--- config.mk ---
export PLATFORM = sky130hd
export DESIGN_NAME = mcs_top
export DESIGN_NICKNAME = d
export VERILOG_FILES = /design/src/mcs_pkg.sv /design/src/mcs_top.sv /design/src/mcs_scaler.sv
export SDC_FILE = /design/constraint.sdc
export NUM_CORES = 1
export LEC_CHECK = 0
export ABC_AREA = 1
export ABC_CLOCK_PERIOD_IN_PS = 14800
export CAP_MARGIN = 10
export CORE_MARGIN = 10
export CORE_UTILIZATION = 30
export DETAILED_ROUTE_END_ITERATION = 8
export DONT_BUFFER_PORTS = 1
export PLACE_DENSITY = 0.51
export SLEW_MARGIN = 10
export SYNTH_ARGS = -nofsm -noshare
export SYNTH_HDL_FRONTEND = slang
export SYNTH_HIERARCHICAL = 1
export SYNTH_SLANG_ARGS = --single-unit
export TNS_END_PERCENT = 20
--- constraint.sdc ---
create_clock -name clk -period 14.8 [get_ports clk]
set_input_delay 4.44 -clock clk [delete_from_list [all_inputs] [get_ports clk]]
set_output_delay 4.44 -clock clk [all_outputs]
set_load 0.1 [all_outputs]
--- src/mcs_pkg.sv ---
// Purpose: Shared constants for the module configuration and status block
// Assumes: 25 MHz module clock, register references as host-visible numbers
// Notes:   Addresses are the decimal reference numbers the host uses
`default_nettype none
package mcs_pkg;
  // ****************************************************************
  // Clock and timing
  // ****************************************************************
  localparam int unsigned CLK_HZ        = 25_000_000;
  localparam int unsigned MWDT_TIME_MS  = 100;
  localparam int unsigned MWDT_CYCLES   = MWDT_TIME_MS * (CLK_HZ / 1000);
  localparam int unsigned STRAP_SETTLE  = 3;

  // ****************************************************************
  // Register references
  // ****************************************************************
  localparam logic [15:0] ADDR_HWDT_STATUS = 16'h010e;  // 270
  localparam logic [15:0] ADDR_FAST_MODE   = 16'h010f;  // 271
  localparam logic [15:0] ADDR_FIRST_READ  = 16'h0111;  // 273
  localparam logic [15:0] ADDR_TYPE_BASE   = 16'h9d41;  // 40257
  localparam logic [15:0] ADDR_TYPE_LAST   = 16'h9d48;  // 40264
  localparam logic [15:0] ADDR_HWDT_COUNT  = 16'h9e2c;  // 40492

  // ****************************************************************
  // Reset values
  // ****************************************************************
  localparam logic        RST_FAST_MODE   = 1'b0;
  localparam logic        RST_FIRST_READ  = 1'b1;
  localparam logic [7:0]  RST_TYPE_CODE   = 8'h08;
  localparam logic [15:0] RST_HWDT_COUNT  = 16'h0000;
  localparam logic        RST_LED_ON      = 1'b1;

  // ****************************************************************
  // Recovery defaults and encodings
  // ****************************************************************
  localparam logic [7:0]  REC_ADDR        = 8'h00;
  localparam logic [5:0]  REC_BAUD_9600   = 6'h06;
  localparam logic        REC_CKSUM       = 1'b0;
  localparam logic        PROTO_ASCII     = 1'b0;
  localparam logic        PROTO_MODBUS    = 1'b1;

  // ****************************************************************
  // Input type codes and engineering limits
  // ****************************************************************
  localparam logic [7:0]  TC_4_20MA       = 8'h07;
  localparam logic [7:0]  TC_PM10V        = 8'h08;
  localparam logic [7:0]  TC_PM5V         = 8'h09;
  localparam logic [7:0]  TC_PM1V         = 8'h0a;
  localparam logic [7:0]  TC_PM500MV      = 8'h0b;
  localparam logic [7:0]  TC_PM150MV      = 8'h0c;
  localparam logic [7:0]  TC_PM20MA       = 8'h0d;
  localparam logic [7:0]  TC_0_20MA       = 8'h1a;
  localparam logic [7:0]  TC_4_20MA_B     = 8'h1d;
  localparam logic signed [15:0] UNDER_NEG = 16'sh8000;  // -32768
  localparam logic signed [15:0] UNDER_ZERO = 16'sh0000;

  typedef enum logic [1:0] {
    MCS_BOOT = 2'b01,
    MCS_RUN  = 2'b10
  } mcs_boot_t;
endpackage : mcs_pkg
`default_nettype wire

--- src/mcs_top.sv ---
// Purpose: Configuration, status, boot mode and watchdog reaction
// Assumes: Protocol engine and NV store on clk; recovery switch is a pin
// Notes:   Register port uses the host reference numbers as addresses
`timescale 1ns/1ps
`default_nettype none
module mcs_top
  import mcs_pkg::*;
#(
  parameter int unsigned MWDT_LIMIT = MWDT_CYCLES
)(
  // Clock and reset
  input  wire logic               clk,
  input  wire logic               rst_b,
  // Register access from the protocol engine
  input  wire logic               reg_wr,
  input  wire logic               reg_rd,
  input  wire logic [15:0]        reg_addr,
  input  wire logic [15:0]        reg_wdata,
  output logic                    reg_rvalid,
  output logic [15:0]             reg_rdata,
  output logic                    reg_err,
  // Command activity
  input  wire logic               cmd_received,
  input  wire logic               resp_sent,
  output logic                    led_on,
  // Recovery switch pin
  input  wire logic               recovery_sw,
  // Stored configuration
  input  wire logic [7:0]         nv_addr,
  input  wire logic [5:0]         nv_baud,
  input  wire logic               nv_cksum,
  input  wire logic               nv_proto,
  // Effective link settings
  output logic                    recovery_mode,
  output logic [7:0]              eff_addr,
  output logic [5:0]              eff_baud,
  output logic                    eff_cksum,
  output logic                    eff_proto,
  // Stored configuration report
  output logic [7:0]              rpt_addr,
  output logic [5:0]              rpt_baud,
  output logic                    rpt_cksum,
  output logic                    rpt_proto,
  // Setting change requests
  input  wire logic               cfg_chg_req,
  input  wire logic               proto_chg_req,
  output logic                    chg_ack,
  output logic                    chg_grant,
  // Watchdogs
  input  wire logic               mod_kick,
  output logic                    mod_reset_req,
  input  wire logic               hwdt_expire,
  output logic                    safe_state,
  // Conversion and scaling
  output logic                    fast_mode,
  input  wire logic               smp_valid,
  input  wire logic [2:0]         smp_chan,
  input  wire logic [15:0]        smp_pos,
  input  wire logic               smp_under,
  output logic                    eng_valid,
  output logic signed [15:0]      eng_value
);
  // ****************************************************************
  // Register decode
  // ****************************************************************
  function automatic logic is_type(input logic [15:0] a);
    return a >= ADDR_TYPE_BASE && a <= ADDR_TYPE_LAST;
  endfunction : is_type

  logic [7:0]  type_code [8];
  logic        first_read;
  logic        hwdt_status;
  logic [15:0] hwdt_count;
  logic [2:0]  tidx;
  logic [15:0] next_rdata;
  logic        next_err;

  assign tidx = reg_addr[2:0] - ADDR_TYPE_BASE[2:0];

  always_comb begin
    next_rdata = 16'h0000;
    next_err = 1'b0;
    if (reg_addr == ADDR_FAST_MODE) begin
      next_rdata = {15'h0000, fast_mode};
    end else if (reg_addr == ADDR_FIRST_READ) begin
      next_rdata = {15'h0000, first_read};
    end else if (reg_addr == ADDR_HWDT_STATUS) begin
      next_rdata = {15'h0000, hwdt_status};
    end else if (reg_addr == ADDR_HWDT_COUNT) begin
      next_rdata = hwdt_count;
    end else if (is_type(reg_addr)) begin
      next_rdata = {8'h00, type_code[tidx]};
    end else begin
      next_err = 1'b1;
    end
  end

  always_ff @(posedge clk or negedge rst_b) begin
    if (!rst_b) begin
      reg_rvalid <= 1'b0;
      reg_rdata  <= 16'h0000;
      reg_err    <= 1'b0;
    end else begin
      reg_rvalid <= reg_rd;
      reg_err    <= (reg_rd || reg_wr) && next_err;
      if (reg_rd) begin
        reg_rdata <= next_rdata;
      end
    end
  end

  // ****************************************************************
  // Configuration registers
  // ****************************************************************
  always_ff @(posedge clk or negedge rst_b) begin
    if (!rst_b) begin
      fast_mode <= RST_FAST_MODE;
    end else if (reg_wr && reg_addr == ADDR_FAST_MODE) begin
      fast_mode <= reg_wdata[0];
    end
  end

  always_ff @(posedge clk or negedge rst_b) begin
    if (!rst_b) begin
      first_read <= RST_FIRST_READ;
    end else if (reg_rd && reg_addr == ADDR_FIRST_READ) begin
      first_read <= 1'b0;
    end
  end

  for (genvar g = 0; g < 8; g++) begin : g_type
    always_ff @(posedge clk or negedge rst_b) begin
      if (!rst_b) begin
        type_code[g] <= RST_TYPE_CODE;
      end else if (reg_wr && is_type(reg_addr) && tidx == 3'(g)) begin
        type_code[g] <= reg_wdata[7:0];
      end
    end
  end

  // ****************************************************************
  // Host watchdog reaction
  // ****************************************************************
  // Expiry beats a clear in the same cycle so no timeout is lost
  always_ff @(posedge clk or negedge rst_b) begin
    if (!rst_b) begin
      hwdt_status <= 1'b0;
    end else if (hwdt_expire) begin
      hwdt_status <= 1'b1;
    end else if (reg_wr && reg_addr == ADDR_HWDT_STATUS && reg_wdata[0]) begin
      hwdt_status <= 1'b0;
    end
  end

  always_ff @(posedge clk or negedge rst_b) begin
    if (!rst_b) begin
      hwdt_count <= RST_HWDT_COUNT;
    end else if (reg_wr && reg_addr == ADDR_HWDT_COUNT &&
                 reg_wdata == 16'h0000) begin
      hwdt_count <= {15'h0000, hwdt_expire};
    end else if (hwdt_expire && hwdt_count != 16'hffff) begin
      hwdt_count <= hwdt_count + 16'h0001;
    end
  end

  // Safe state holds until software acknowledges the timeout
  always_ff @(posedge clk or negedge rst_b) begin
    if (!rst_b) begin
      safe_state <= 1'b0;
    end else if (hwdt_expire) begin
      safe_state <= 1'b1;
    end else if (reg_wr && reg_addr == ADDR_HWDT_STATUS && reg_wdata[0]) begin
      safe_state <= 1'b0;
    end
  end

  // ****************************************************************
  // Module watchdog
  // ****************************************************************
  logic [31:0] mwdt_cnt;

  always_ff @(posedge clk or negedge rst_b) begin
    if (!rst_b) begin
      mwdt_cnt      <= 32'h0000_0000;
      mod_reset_req <= 1'b0;
    end else if (mod_kick) begin
      mwdt_cnt      <= 32'h0000_0000;
      mod_reset_req <= 1'b0;
    end else if (mwdt_cnt >= MWDT_LIMIT - 1) begin
      mwdt_cnt      <= 32'h0000_0000;
      mod_reset_req <= 1'b1;
    end else begin
      mwdt_cnt      <= mwdt_cnt + 32'h0000_0001;
      mod_reset_req <= 1'b0;
    end
  end

  // ****************************************************************
  // Activity indicator
  // ****************************************************************
  always_ff @(posedge clk or negedge rst_b) begin
    if (!rst_b) begin
      led_on <= RST_LED_ON;
    end else if (cmd_received) begin
      led_on <= 1'b0;
    end else if (resp_sent) begin
      led_on <= 1'b1;
    end
  end

  // ****************************************************************
  // Recovery boot mode
  // ****************************************************************
  // Switch is sampled once after reset; moving it later has no effect
  logic      sw_meta;
  logic      sw_sync;
  logic [1:0] settle;
  mcs_boot_t boot_st;

  always_ff @(posedge clk or negedge rst_b) begin
    if (!rst_b) begin
      sw_meta <= 1'b0;
      sw_sync <= 1'b0;
    end else begin
      sw_meta <= recovery_sw;
      sw_sync <= sw_meta;
    end
  end

  always_ff @(posedge clk or negedge rst_b) begin
    if (!rst_b) begin
      boot_st       <= MCS_BOOT;
      settle        <= 2'b00;
      recovery_mode <= 1'b0;
    end else begin
      case (boot_st)
        MCS_BOOT: begin
          settle <= settle + 2'b01;
          if (settle == 2'(STRAP_SETTLE)) begin
            recovery_mode <= sw_sync;
            boot_st       <= MCS_RUN;
          end
        end
        MCS_RUN: begin
          boot_st <= MCS_RUN;
        end
        default: begin
          boot_st <= MCS_BOOT;
        end
      endcase
    end
  end

  always_ff @(posedge clk or negedge rst_b) begin
    if (!rst_b) begin
      eff_addr  <= REC_ADDR;
      eff_baud  <= REC_BAUD_9600;
      eff_cksum <= REC_CKSUM;
      eff_proto <= PROTO_ASCII;
    end else if (recovery_mode) begin
      eff_addr  <= REC_ADDR;
      eff_baud  <= REC_BAUD_9600;
      eff_cksum <= REC_CKSUM;
      eff_proto <= PROTO_ASCII;
    end else begin
      eff_addr  <= nv_addr;
      eff_baud  <= nv_baud;
      eff_cksum <= nv_cksum;
      eff_proto <= nv_proto;
    end
  end

  // Report always shows the stored copy, override or not
  always_ff @(posedge clk or negedge rst_b) begin
    if (!rst_b) begin
      rpt_addr  <= 8'h00;
      rpt_baud  <= 6'h00;
      rpt_cksum <= 1'b0;
      rpt_proto <= 1'b0;
    end else begin
      rpt_addr  <= nv_addr;
      rpt_baud  <= nv_baud;
      rpt_cksum <= nv_cksum;
      rpt_proto <= nv_proto;
    end
  end

  always_ff @(posedge clk or negedge rst_b) begin
    if (!rst_b) begin
      chg_ack   <= 1'b0;
      chg_grant <= 1'b0;
    end else begin
      chg_ack   <= cfg_chg_req || proto_chg_req;
      chg_grant <= (cfg_chg_req || proto_chg_req) && recovery_mode;
    end
  end

  // ****************************************************************
  // Engineering scaling
  // ****************************************************************
  mcs_scaler u_scaler (
    .clk       (clk),
    .rst_b     (rst_b),
    .in_valid  (smp_valid),
    .in_type   (type_code[smp_chan]),
    .in_pos    (smp_pos),
    .in_under  (smp_under),
    .out_valid (eng_valid),
    .out_value (eng_value)
  );

  // ****************************************************************
  // Checks
  // ****************************************************************
  a_fast_write: assert property (@(posedge clk)
    disable iff (!rst_b)
    reg_wr && reg_addr == ADDR_FAST_MODE
    |=> fast_mode == $past(reg_wdata[0]))
    else $error("fast mode write not stored");
  a_first_once: assert property (@(posedge clk)
    disable iff (!rst_b)
    reg_rd && reg_addr == ADDR_FIRST_READ
    ##[1:4] reg_rd && reg_addr == ADDR_FIRST_READ
    |=> reg_rvalid && reg_rdata == 16'h0000)
    else $error("second status read not zero");
  a_led_cmd: assert property (@(posedge clk)
    disable iff (!rst_b)
    cmd_received |=> !led_on)
    else $error("indicator on after command");
  a_led_resp: assert property (@(posedge clk)
    disable iff (!rst_b)
    resp_sent && !cmd_received |=> led_on)
    else $error("indicator off after response");
  a_rec_settings: assert property (@(posedge clk)
    disable iff (!rst_b)
    $past(recovery_mode) |-> eff_addr == 8'h00 && eff_baud == 6'h06
                             && !eff_cksum && !eff_proto)
    else $error("recovery settings not forced");
  // Gated on reset so the first edge after release sees no stale copy
  a_rec_report: assert property (@(posedge clk)
    disable iff (!rst_b)
    rst_b |=> rpt_baud == $past(nv_baud) && rpt_addr == $past(nv_addr))
    else $error("report differs from stored copy");
  a_grant_mode: assert property (@(posedge clk)
    disable iff (!rst_b)
    (cfg_chg_req || proto_chg_req)
    |=> chg_ack && chg_grant == $past(recovery_mode))
    else $error("change granted outside recovery");
  a_boot_latch: assert property (@(posedge clk)
    disable iff (!rst_b)
    $rose(boot_st == MCS_RUN) |-> recovery_mode == $past(sw_sync))
    else $error("boot mode not from switch");
  a_type_rw: assert property (@(posedge clk)
    disable iff (!rst_b)
    reg_wr && is_type(reg_addr) ##1 !reg_wr ##1 reg_rd && !reg_wr
    && reg_addr == $past(reg_addr, 2)
    |=> reg_rdata[7:0] == $past(reg_wdata[7:0], 3))
    else $error("type code read back wrong");
  a_mwdt_fire: assert property (@(posedge clk)
    disable iff (!rst_b)
    mod_reset_req |-> !$past(mod_kick))
    else $error("module reset despite kick");
  a_safe_exp: assert property (@(posedge clk)
    disable iff (!rst_b)
    hwdt_expire |=> safe_state && hwdt_status)
    else $error("safe state not entered");
  a_status_clr: assert property (@(posedge clk)
    disable iff (!rst_b)
    reg_wr && reg_addr == ADDR_HWDT_STATUS && reg_wdata[0] && !hwdt_expire
    |=> !hwdt_status)
    else $error("timeout status not cleared");
  a_count_inc: assert property (@(posedge clk)
    disable iff (!rst_b)
    hwdt_expire && !reg_wr && hwdt_count < 16'hffff
    |=> hwdt_count == $past(hwdt_count) + 16'h0001)
    else $error("timeout count not incremented");
  a_normal_cfg: assert property (@(posedge clk)
    disable iff (!rst_b)
    boot_st == MCS_RUN && !recovery_mode |=> eff_addr == $past(nv_addr)
    && eff_proto == $past(nv_proto))
    else $error("stored settings not used");

  c_recovery: cover property (@(posedge clk) disable iff (!rst_b)
    recovery_mode && cfg_chg_req);
  c_timeout: cover property (@(posedge clk) disable iff (!rst_b)
    hwdt_expire ##[1:20] reg_wr && reg_addr == ADDR_HWDT_STATUS);
  c_cmd_resp: cover property (@(posedge clk) disable iff (!rst_b)
    cmd_received ##[1:50] resp_sent);
  c_under: cover property (@(posedge clk) disable iff (!rst_b)
    smp_valid && smp_under);
endmodule : mcs_top
`default_nettype wire

--- src/mcs_scaler.sv ---
// Purpose: Engineering-unit scaling of one conversion result
// Assumes: pos is full-scale position 0..65535 from min to max
// Notes:   One cycle from in_valid to out_valid
`timescale 1ns/1ps
`default_nettype none
module mcs_scaler
  import mcs_pkg::*;
(
  // Clock and reset
  input  wire logic               clk,
  input  wire logic               rst_b,
  // Sample in
  input  wire logic               in_valid,
  input  wire logic [7:0]         in_type,
  input  wire logic [15:0]        in_pos,
  input  wire logic               in_under,
  // Result out
  output logic                    out_valid,
  output logic signed [15:0]      out_value
);
  function automatic logic signed [16:0] lim(input logic [7:0] tc,
                                             input logic hi);
    logic signed [16:0] v;
    v = 17'sd0;
    case (tc)
      TC_4_20MA, TC_4_20MA_B: v = hi ? 17'sd20000 : 17'sd4000;
      TC_PM10V, TC_PM1V:      v = hi ? 17'sd10000 : -17'sd10000;
      TC_PM5V, TC_PM500MV:    v = hi ? 17'sd5000  : -17'sd5000;
      TC_PM150MV:             v = hi ? 17'sd15000 : -17'sd15000;
      TC_PM20MA:              v = hi ? 17'sd20000 : -17'sd20000;
      TC_0_20MA:              v = hi ? 17'sd20000 : 17'sd0;
      default:                v = 17'sd0;
    endcase
    return v;
  endfunction : lim

  logic signed [16:0] lo_v;
  logic signed [16:0] span;
  logic signed [34:0] prod;
  logic signed [15:0] next_value;

  always_comb begin
    lo_v = lim(in_type, 1'b0);
    span = lim(in_type, 1'b1) - lo_v;
    prod = span * $signed({1'b0, in_pos});
    next_value = 16'(lo_v + 17'(prod >>> 16));
    if (in_under) begin
      if (in_type == TC_4_20MA || in_type == TC_0_20MA) begin
        next_value = UNDER_NEG;
      end else if (in_type == TC_4_20MA_B) begin
        next_value = UNDER_ZERO;
      end else begin
        next_value = 16'(lo_v);
      end
    end
  end

  always_ff @(posedge clk or negedge rst_b) begin
    if (!rst_b) begin
      out_valid <= 1'b0;
      out_value <= 16'sh0000;
    end else begin
      out_valid <= in_valid;
      if (in_valid) begin
        out_value <= next_value;
      end
    end
  end

  a_under_neg: assert property (@(posedge clk)
    disable iff (!rst_b)
    in_valid && in_under && in_type == TC_0_20MA
    |=> out_valid && out_value == UNDER_NEG)
    else $error("under range on 0-20 mA not -32768");
  a_scale_ends: assert property (@(posedge clk)
    disable iff (!rst_b)
    in_valid && !in_under && in_type == TC_4_20MA && in_pos == 16'h0000
    |=> out_value == 16'sd4000)
    else $error("4-20 mA bottom not 4000");
endmodule : mcs_scaler
`default_nettype wire

## Word-level counts from Yosys, hierarchy flattened

Memories as Yosys holds them, arrays and structs flattened.
Index checks and enable logic that the tools add are counted.

| storage, ports and cells | value |
|---|---|
| flip-flop bits (word level) | 193 |
| output and inout port bits | 74 |
| ROM bits | 800 |
| memories | 2 |
| word-level logic and storage cells | 136 |

Memories:

| memory | words | width | read ports | clocked after Yosys merged registers in | write ports | line | RTL |
|---|---|---|---|---|---|---|---|
| (name not given) | 32 | 14 | 1 | 0 | 0 | mcs_scaler.sv:25 | `case (tc)` |
| (name not given) | 32 | 11 | 1 | 0 | 0 | mcs_scaler.sv:25 |  |

| operators by class | value |
|---|---|
| multiply operators | 1 |
| add/sub/neg operators | 6 |
| order comparisons | 5 |
| equality and inequality tests | 19 |
| bitwise logic cells | 2 |
| mux-type cells | 37 |
| reduce and logical (&&, ||, !) cells | 29 |

Operators by type and width:

| kind | number |
|---|---|
| 16-bit two-way mux | 9 |
| 32-bit two-way mux | 2 |
| 8-bit binary-select mux with 3-bit select | 2 |
| 16-bit by 9-bit == test with 1-bit output (second input constant) | 3 |
| 8-bit two-way mux | 6 |
| 17-bit two-way mux | 2 |
| 32-bit by 1-bit adder with 32-bit output (second input constant) | 1 |
| 32-bit by 22-bit >= comparator with 1-bit output (second input constant) | 1 |
| 17-bit by 17-bit multiplier with 32-bit output | 1 |
| 1-bit logical AND | 19 |
| 17-bit subtractor | 1 |
| 16-bit by 1-bit adder with 16-bit output (second input constant) | 1 |
| 16-bit adder | 1 |
| 16-bit == test (second input constant) | 1 |
| 8-bit by 5-bit == test with 1-bit output (second input constant) | 2 |
| 16-bit >= comparator (second input constant) | 1 |
| 16-bit less-or-equal comparator (second input constant) | 1 |
| 16-bit logical NOT | 1 |
| 16-bit != test (second input constant) | 1 |
| 1-bit two-way mux | 13 |
| 3-bit == test (second input constant) | 4 |
| 8-bit by 3-bit == test with 1-bit output (second input constant) | 1 |
| 4-bit >= comparator (second input constant) | 2 |
| 3-bit inverter with 4-bit output | 2 |
| other kinds (14) | 21 |

## Logic depth before layout (Yosys ltp)

Gate-level depths: netlist (run 1).

| depth | value |
|---|---|
| depth in word-level cells | 10 |
| depth in mapped cells | 65 |
| mapped depth without buffers | 64 |

## Hierarchy

The synthesis (run 1) kept the hierarchy.

Modules (own cells, without submodules):

| module | cells each | area an instance (µm²) | sequential area each (µm²) | times used |
|---|---|---|---|---|
| mcs_scaler | 1350 | 10281.1 | 425.4 | 1 |
| mcs_top | 1080 | 8783.4 | 4420.5 | 1 |

## Worst setup path after synthesis (run 1)

OpenSTA, ideal clock, no wires.

| timing | value |
|---|---|
| path kind | input -> register |
| start point | input smp_chan[0] |
| end point | register u_scaler.out_value[15] |
| data arrival time | 13778 ps |
| stages on the path | 52 |
| data required time | 14680 ps |
| library setup time | 120 ps |
| setup slack | 903 ps |
| cells stage by stage | inv_1 -> clkbuf_1 -> nor2_1 -> o21ai_0 -> a21oi_1 -> a31oi_1 -> inv_1 -> nor2_1 -> inv_1 -> nor2_1 -> nor2_1 -> nor2_1 -> inv_1 -> nand2_1 -> inv_1 -> ha_1 -> nand2_1 -> nor2_1 -> [... 16 more ...] -> nand2_1 -> nor4_1 -> nand2_1 -> o211ai_1 -> nand2_1 -> o311ai_0 -> xor2_1 -> ha_1 -> nand2_1 -> a21oi_1 -> a211oi_1 -> nand3_1 -> inv_1 -> nand3_1 -> nand3_1 -> nand3_1 -> nand2_1 -> nand2_1 |

| between the ends | value |
|---|---|
| longest elaborated chain between the ends | 10 |

Ends and longest elaborated chain:

| element | line | RTL |
|---|---|---|
| from (decl) | mcs_top.sv:57 | `input wire logic [2:0] smp_chan,` |
| 3-bit inverter with 4-bit output (not written as such) (*) | mcs_top.sv:305 | `.in_type (type_code[smp_chan]),` |
| 8-bit binary-select mux with 3-bit select (*) | mcs_top.sv:305 |  |
| 8-bit two-way mux (not written as such) (*) (2 in series) | mcs_top.sv:305 |  |
| memory 32 x 11 bit, or another cell as far along | - |  |
| 17-bit two-way mux | mcs_scaler.sv:25 |  |
| 17-bit subtractor | mcs_scaler.sv:44 | `span = lim(in_type, 1'b1) - lo_v;` |
| 17-bit by 17-bit multiplier with 32-bit output | mcs_scaler.sv:45 | `prod = span * $signed({1'b0, in_pos});` |
| 16-bit adder | mcs_scaler.sv:46 | `next_value = 16'(lo_v + 17'(prod >>> 16));` |
| 16-bit two-way mux (*) | mcs_scaler.sv:47 | `if (in_under) begin` |
| to (signal assigned) | mcs_scaler.sv:65 | `out_value <= next_value;` |
| to (decl) | mcs_scaler.sv:19 | `output logic signed [15:0] out_value` |

Mark *: on every way between the ends. The rest lies on a longest branch, timed or not. The select of a mux whose other input is x is not followed.
A chain may end at the register's enable or synchronous reset.

## Worst setup path in the final report (run 1)

| timing | value |
|---|---|
| start point | input smp_chan[0] |
| end point | register u_scaler.out_value[13] |

Same word-level chain as after synthesis.

==> flow_metrics.py, run 1 <==
metrics = {
    "status": {
        "outcome": "finished, final reports clean",
    },
    "yosys": {
        "ys.flop_type": "dfrtp_1",
        "synth_top_family_by_area": "adder cells",
        "yosysWarnings": 6,
        "syn_inst": 2430,
        "muxShareOfSynthArea": 0,
        "synth_xor_xnor_area_share": 0.0224,
        "avgSynthCellArea_sq_um": 7.85,
        "ys_top_cells_by_count": "inv_1 (486), nand2_1 (475), nor2_1 (290)",
        "yosysMostFrequentCell": "inv_1",
        "synthAdderAreaFrac": 0.289,
        "ys_seq_area_frac": 0.254,
        "synth_edf_count": 0,
        "synth_cell_types": 60,
        "synthSimpleGateAreaFrac": 0.231,
        "yosysTopAreaCell": "dfrtp_1",
        "async_flop_share": 1.00,
        "synth_compound_area_frac": 0.0869,
        "synth_top_area_frac": 0.236,
        "syn-cell-area_sq_mm": 0.0191,
        "synthTopCellsByArea": "dfrtp_1 (24%), fa_1 (22%), inv_1 (9.6%), nand2_1 (9.4%), ha_1 (6.9%)",
        "ys_seq_elements": 193,
    },
    "final_layout": {
        "final_area_sq_mm": 0.0207,
        "diodes": 0,
        "final_cells": 3275,
        "drive_gt1_frac": 0.0671,
        "finalNetCount": 2811,
        "fillers": 6725,
        "regArea_sq_mm": 0.00485,
        "multi_input_area_sq_mm": 0.0121,
        "area_growth_pct": 8.66,
    },
    "worst_setup_path": {
        "r2r_start": "type_code[11]$_DFFE_PN1P_",
        "startpoint": "smp_chan[0]",
        "end_kind": "flip-flop",
        "max_stage_delay_ps": 590,
        "cp_max_fo": 33,
        "r2r_cells": 54,
        "cpMostUsedCell": "nand2_1",
        "regToRegSetupSlack_ps": 4450,
        "endpoint": "u_scaler/out_value[13]$_DFFE_PN0P_",
        "crit_required_ps": 15180,
        "arrival_ps": 14390,
        "rr_endpoint": "u_scaler/out_value[13]$_DFFE_PN0P_",
        "critPathKind": "input port to flip-flop",
        "startpoint_type": "input port",
        "cp_slowest_cell": "fa_1",
    },
    "clock_network": {
        "cts_root_buf": "clkbuf_16",
        "cts_tree": "built",
        "cts.sinks": 193,
        "cts.reportedPaths.clkPinSlew_ps": 90,
        "cts_max_level": 4,
        "clock_path_buffers": 2,
        "hold_buffers": 0,
        "numCtsBuffers": 17,
        "clkLatencyLatePin_ps": 460,
    },
    "global_route": {
        "grt_pass1_vias": 15600,
        "grt_overflow_total": 0,
        "track_usage": 0.143,
        "grt_pass1_wl_um": 85400,
        "grt_start_max_net_pins": 194,
        "antenna_found_initial": 0,
    },
    "route": {
        "met1_length_um": 23700,
        "drcViolationCount": 0,
        "dr_wl_met3_um": 3430,
        "wl_met2_um": 24800,
        "routedWlPerCell_um": 16.1,
        "detail_route.vias_per_cell": 4.69,
        "highest_layer": "met4",
        "num_vias": 15400,
        "drtIter0Drc": 1084,
        "final_antenna_net_count": 0,
        "dr.pass1.iters": 5,
        "wl_um": 52900,
    },
    "placed_design": {
        "gp_congestion": 0.878,
        "dp_hpwl_um": 42500,
        "numPlacedInstances": 3238,
        "port_buffers": 0,
        "placedInstanceArea_sq_mm": 0.0200,
    },
    "floorplan": {
        "num_rows": 92,
        "ios": 154,
        "die_y_um": 272,
        "dieArea_sq_mm": 0.0740,
        "fp.dieW_um": 272,
        "core_sq_mm": 0.0630,
        "start_util": 0.303,
    },
    "timing": {
        "timing.fmax_ghz": 0.0714,
        "grt_setup_unrepaired": "no",
        "fin_skew_ps": 11.1,
        "period_minus_slack_ps": 14010,
        "relSlewSlack": 0.300,
        "hold_ws_ps": 365,
        "post-route-period-util": 0.946,
        "hold_violations": 0,
        "setup_viol": 0,
        "finalMaxSlewViolations": 0,
        "tightestPinTransition_ps": 1050,
    },
    "hold_path": {
        "whs_path_depth": 0,
        "min_path_type": "flip-flop to flip-flop",
    },
    "flow_run": {
        "drv_cap": 0,
    },
}
==> sequential cells by signal, indices dropped and copies added, names as in the netlist, 2 cells and up <==
register and count:
boot_st 2, eff_addr 8, eff_baud 6, hwdt_count 16
mwdt_cnt 32, reg_rdata 16, rpt_addr 8, rpt_baud 6
settle 2, type_code 64, u_scaler/out_value 16
==> repair_timing <==
| action | in CTS | in global routing |
|---|---|---|
| resized for setup | 0 | 17 |
| buffers inserted | 0 | 5 |
| endpoints found under the setup margin | 0 | 8 |
==> logic make-up after synthesis <==
family                   Yosys count
AND/OR/NAND/NOR                 1019
adder cells (fa/ha/maj)          315
buffers and inverters            561
XOR/XNOR                          45
flip-flops                       193
other                              1
AO/OA/AOI/OAI                    296
==> final cells by class <==
type                    instances  share of cell area
repair buffers                 24             0.00888
well taps                     846              0.0511
clock inverters                15              0.0111
clock buffers                  17              0.0205
flip-flops and latches        193               0.234
inverters                     495              0.0913
multi-input cells            1685               0.583
==> worst min path at each step <==
stage | slack (ps) | end | start
5_1_grt | 380 | sw_sync$_DFF_PN0_ | sw_meta$_DFF_PN0_
4_1_cts | 370 | sw_sync$_DFF_PN0_ | sw_meta$_DFF_PN0_
6_report | 370 | sw_sync$_DFF_PN0_ | sw_meta$_DFF_PN0_
3_3_place_gp | 330 | sw_sync$_DFF_PN0_ | sw_meta$_DFF_PN0_
2_1_floorplan | 330 | sw_sync$_DFF_PN0_ | sw_meta$_DFF_PN0_
3_5_place_dp | 350 | sw_sync$_DFF_PN0_ | sw_meta$_DFF_PN0_
==> per-layer routing <==
metal  track usage  vias to the layer above
met4        0.0319                        0
met5             0                        -
met1         0.190                     7486
li1              -                     7448
met3        0.0329                       54
met2         0.234                      381
==> stage by stage <==
stage,util,TNS [ps],worst slack [ps]
detailed placement,0.317,-181,-100
floorplan,-,0,903
global placement,0.317,0,119
global route,0.329,0,32.3
finish,0.329,0,793
CTS,0.327,0,407
==> worst max-delay path: cells and delay by family <==
family / cells / cell delay, ps
simple gates: 23 / 2630
compound gates: 11 / 1690
xor+xnor: 2 / 360
buf+inv: 12 / 1480
fa+ha+maj: 9 / 3750
==> cell usage in the layout, fill, tap and decap left out, drive strengths merged <==
cell type,n
xor2,38
a21o,4
xnor2,7
dfstp,13
o22ai,4
fa,210
clkbuf,17
o21a,4
o221a,1
nor4,6
dfrtp,180
nand4,29
and2,1
nor3,31
nand2,503
o21ai,159
buf,24
a211oi,2
o221ai,2
and3,1
nor2,300
ha,105
o211ai,4
conb,10
o311ai,1
o31ai,8
o21bai,6
nand3b,13
a21oi,86
or2,13
a31oi,15
clkinvlp,6
nor4b,1
nand3,121
inv,497
clkinv,7
Power of run 1 is not shown: default switching activity piles up to over one toggle a cycle in this logic, so the estimate is an artifact.
==> inputs of run 2 (changes only) <==
Settings changed: BUFFER_PORTS_ARGS set to -buffer_cell sky130_fd_sc_hd__clkbuf_2, DONT_BUFFER_PORTS 1 to not set, PLACE_DENSITY 0.51 to 0.53.
==> run 2 against run 1 <==
Via count increased by 3.0%. Flip-flop and latch count unchanged. Final area increased by 4.1%. Sequential share of layout area decreased by 0.92 points. Worst hold slack got worse by 12 ps. Count of clock-buffer cells in the layout unchanged. Die area unchanged. Clock skew decreased by 3.8 ps. Core utilization increased by 1.3 points. Global-route usage decreased by 0.12 points. Maximum frequency increased by 0.15%.
==> flow_metrics.py, run 2 (synthesis results as in run 1) <==
metrics = {
    "timing": {
        "period_minus_slack_ps": 13990,
        "setup_tns_ps": 0,
        "grt_setup_unrepaired": "no",
        "timing.fmax_ghz": 0.0715,
        "setup_viol": 0,
        "hold_ws_ps": 354,
        "post-route-period-util": 0.945,
        "finalMaxSlewViolations": 0,
        "fin_skew_ps": 7.33,
        "relSlewSlack": 0.320,
        "hold_violations": 0,
        "tightestPinTransition_ps": 1020,
    },
    "floorplan": {
        "start_util": 0.303,
        "dieArea_sq_mm": 0.0740,
        "fp.dieW_um": 272,
        "die_y_um": 272,
        "ios": 154,
        "num_rows": 92,
        "core_sq_mm": 0.0630,
    },
    "final_layout": {
        "most-common-layout-cells": "inv_1 (483), nand2_1 (472), nor2_1 (290)",
        "largest-register": "type_code",
        "drive_gt1_frac": 0.125,
        "finalNetCount": 2972,
        "reg_top3": "type_code x64, mwdt_cnt x32",
        "area_growth_pct": 13.1,
        "fillers": 6685,
        "largest_register_ffs": 64,
        "final_common_cell": "inv_1",
        "fin_util": 0.342,
    },
    "global_route": {
        "grt_pass1_wl_um": 85200,
        "grt_start_max_net_pins": 115,
        "antenna_found_initial": 1,
        "track_usage": 0.142,
        "grt_pass1_vias": 16100,
        "grt_overflow_total": 0,
    },
    "clock_network": {
        "cts.reportedPaths.clkPinSlew_ps": 80,
        "numCtsBuffers": 17,
        "clock_path_buffers": 2,
        "cts_tree": "built",
        "cts_root_buf": "clkbuf_16",
        "cts_max_level": 4,
        "clkLatencyLatePin_ps": 460,
        "cts.sinks": 193,
    },
    "worst_setup_path": {
        "end_kind": "flip-flop",
        "rr_endpoint": "u_scaler/out_value[14]$_DFFE_PN0P_",
        "r2r_start": "type_code[11]$_DFFE_PN1P_",
        "crit_required_ps": 15130,
        "critPathKind": "input port to flip-flop",
        "arrival_ps": 14320,
        "r2r_cells": 56,
        "cp_slowest_cell": "fa_1",
        "startpoint_type": "input port",
        "cpMostUsedCell": "nand2_1",
        "cp_max_fo": 7,
        "regToRegSetupSlack_ps": 4720,
        "max_stage_delay_ps": 550,
    },
    "hold_path": {
        "whs_path_depth": 0,
        "min-delay-start": "sw_meta$_DFF_PN0_",
        "holdPathEnd": "sw_sync$_DFF_PN0_",
        "min_path_type": "flip-flop to flip-flop",
    },
    "route": {
        "dr.pass1.iters": 5,
        "routedWlPerCell_um": 15.2,
        "drcViolationCount": 0,
        "detail_route.vias_per_cell": 4.60,
        "final_antenna_net_count": 0,
        "num_vias": 15800,
        "wl_um": 52200,
        "drtIter0Drc": 942,
    },
    "placed_design": {
        "dp_hpwl_um": 42600,
        "gp_congestion": 0.887,
        "port_buffers": 153,
    },
    "flow_run": {
        "drv_cap": 0,
    },
    "status": {
        "outcome": "finished, final reports clean",
    },
}
## run 2: stage by stage
step / area, sq um / std cells / setup WS (ps)
detailed placement: 20800 / 3397 / 72.3
global route: 21600 / 3436 / 60.8
CTS: 21400 / 3429 / 528
global placement: 20800 / 3397 / 83.3
floorplan: 19100 / 2439 / 903
finish: 21600 / 3437 / 813
## run 2: cell type report
class | instances | area, sq um | area share
Tap cell | 846 | 1060 | 0.0491
Antenna cell | 1 | 2.50 | 0.000116
Timing Repair Buffer | 185 | 1050 | 0.0488
Multi-Input combinational cell | 1685 | 12100 | 0.561
Clock buffer | 17 | 425 | 0.0197
Sequential cell | 193 | 4850 | 0.225
Clock inverter | 15 | 193 | 0.00894
Inverter | 495 | 1880 | 0.0872
## run 2: per-layer routing
layer / vias to the layer above / global-route usage / routed length, um
met2: 368 / 0.230 / 24400
met1: 7653 / 0.192 / 24000
met3: 44 / 0.0323 / 3080
met5: - / 0 / 0
li1: 7759 / - / -
met4: 0 / 0.0266 / 728
## run 2: what timing repair did
item	4_1_cts	5_1_grt
buffers inserted	0	7
hold buffers	0	0
endpoints found under the setup margin	0	6
resized for setup	0	18
## run 2: worst max-delay path, delay by kind of cell
kind,cells,cell delay (ps)
compound gates,14,2230
xor+xnor,2,440
fa+ha+maj,9,4040
buf+inv,13,1260
simple gates,20,1860
## run 2: worst max-delay path by stage
stage / start / endpoint / slack, ps
finish: smp_chan[1] / u_scaler/out_value[14]$_DFFE_PN0P_ / 810
global placement: smp_chan[0] / u_scaler/out_value[13]$_DFFE_PN0P_ / 80
CTS: smp_chan[0] / u_scaler/out_value[14]$_DFFE_PN0P_ / 530
global route: smp_chan[0] / u_scaler/out_value[15]$_DFFE_PN0P_ / 60
detailed placement: smp_chan[0] / u_scaler/out_value[14]$_DFFE_PN0P_ / 70
floorplan: smp_chan[0] / u_scaler/out_value[15]$_DFFE_PN0P_ / 900
Power of run 2 is left out for the same reason.
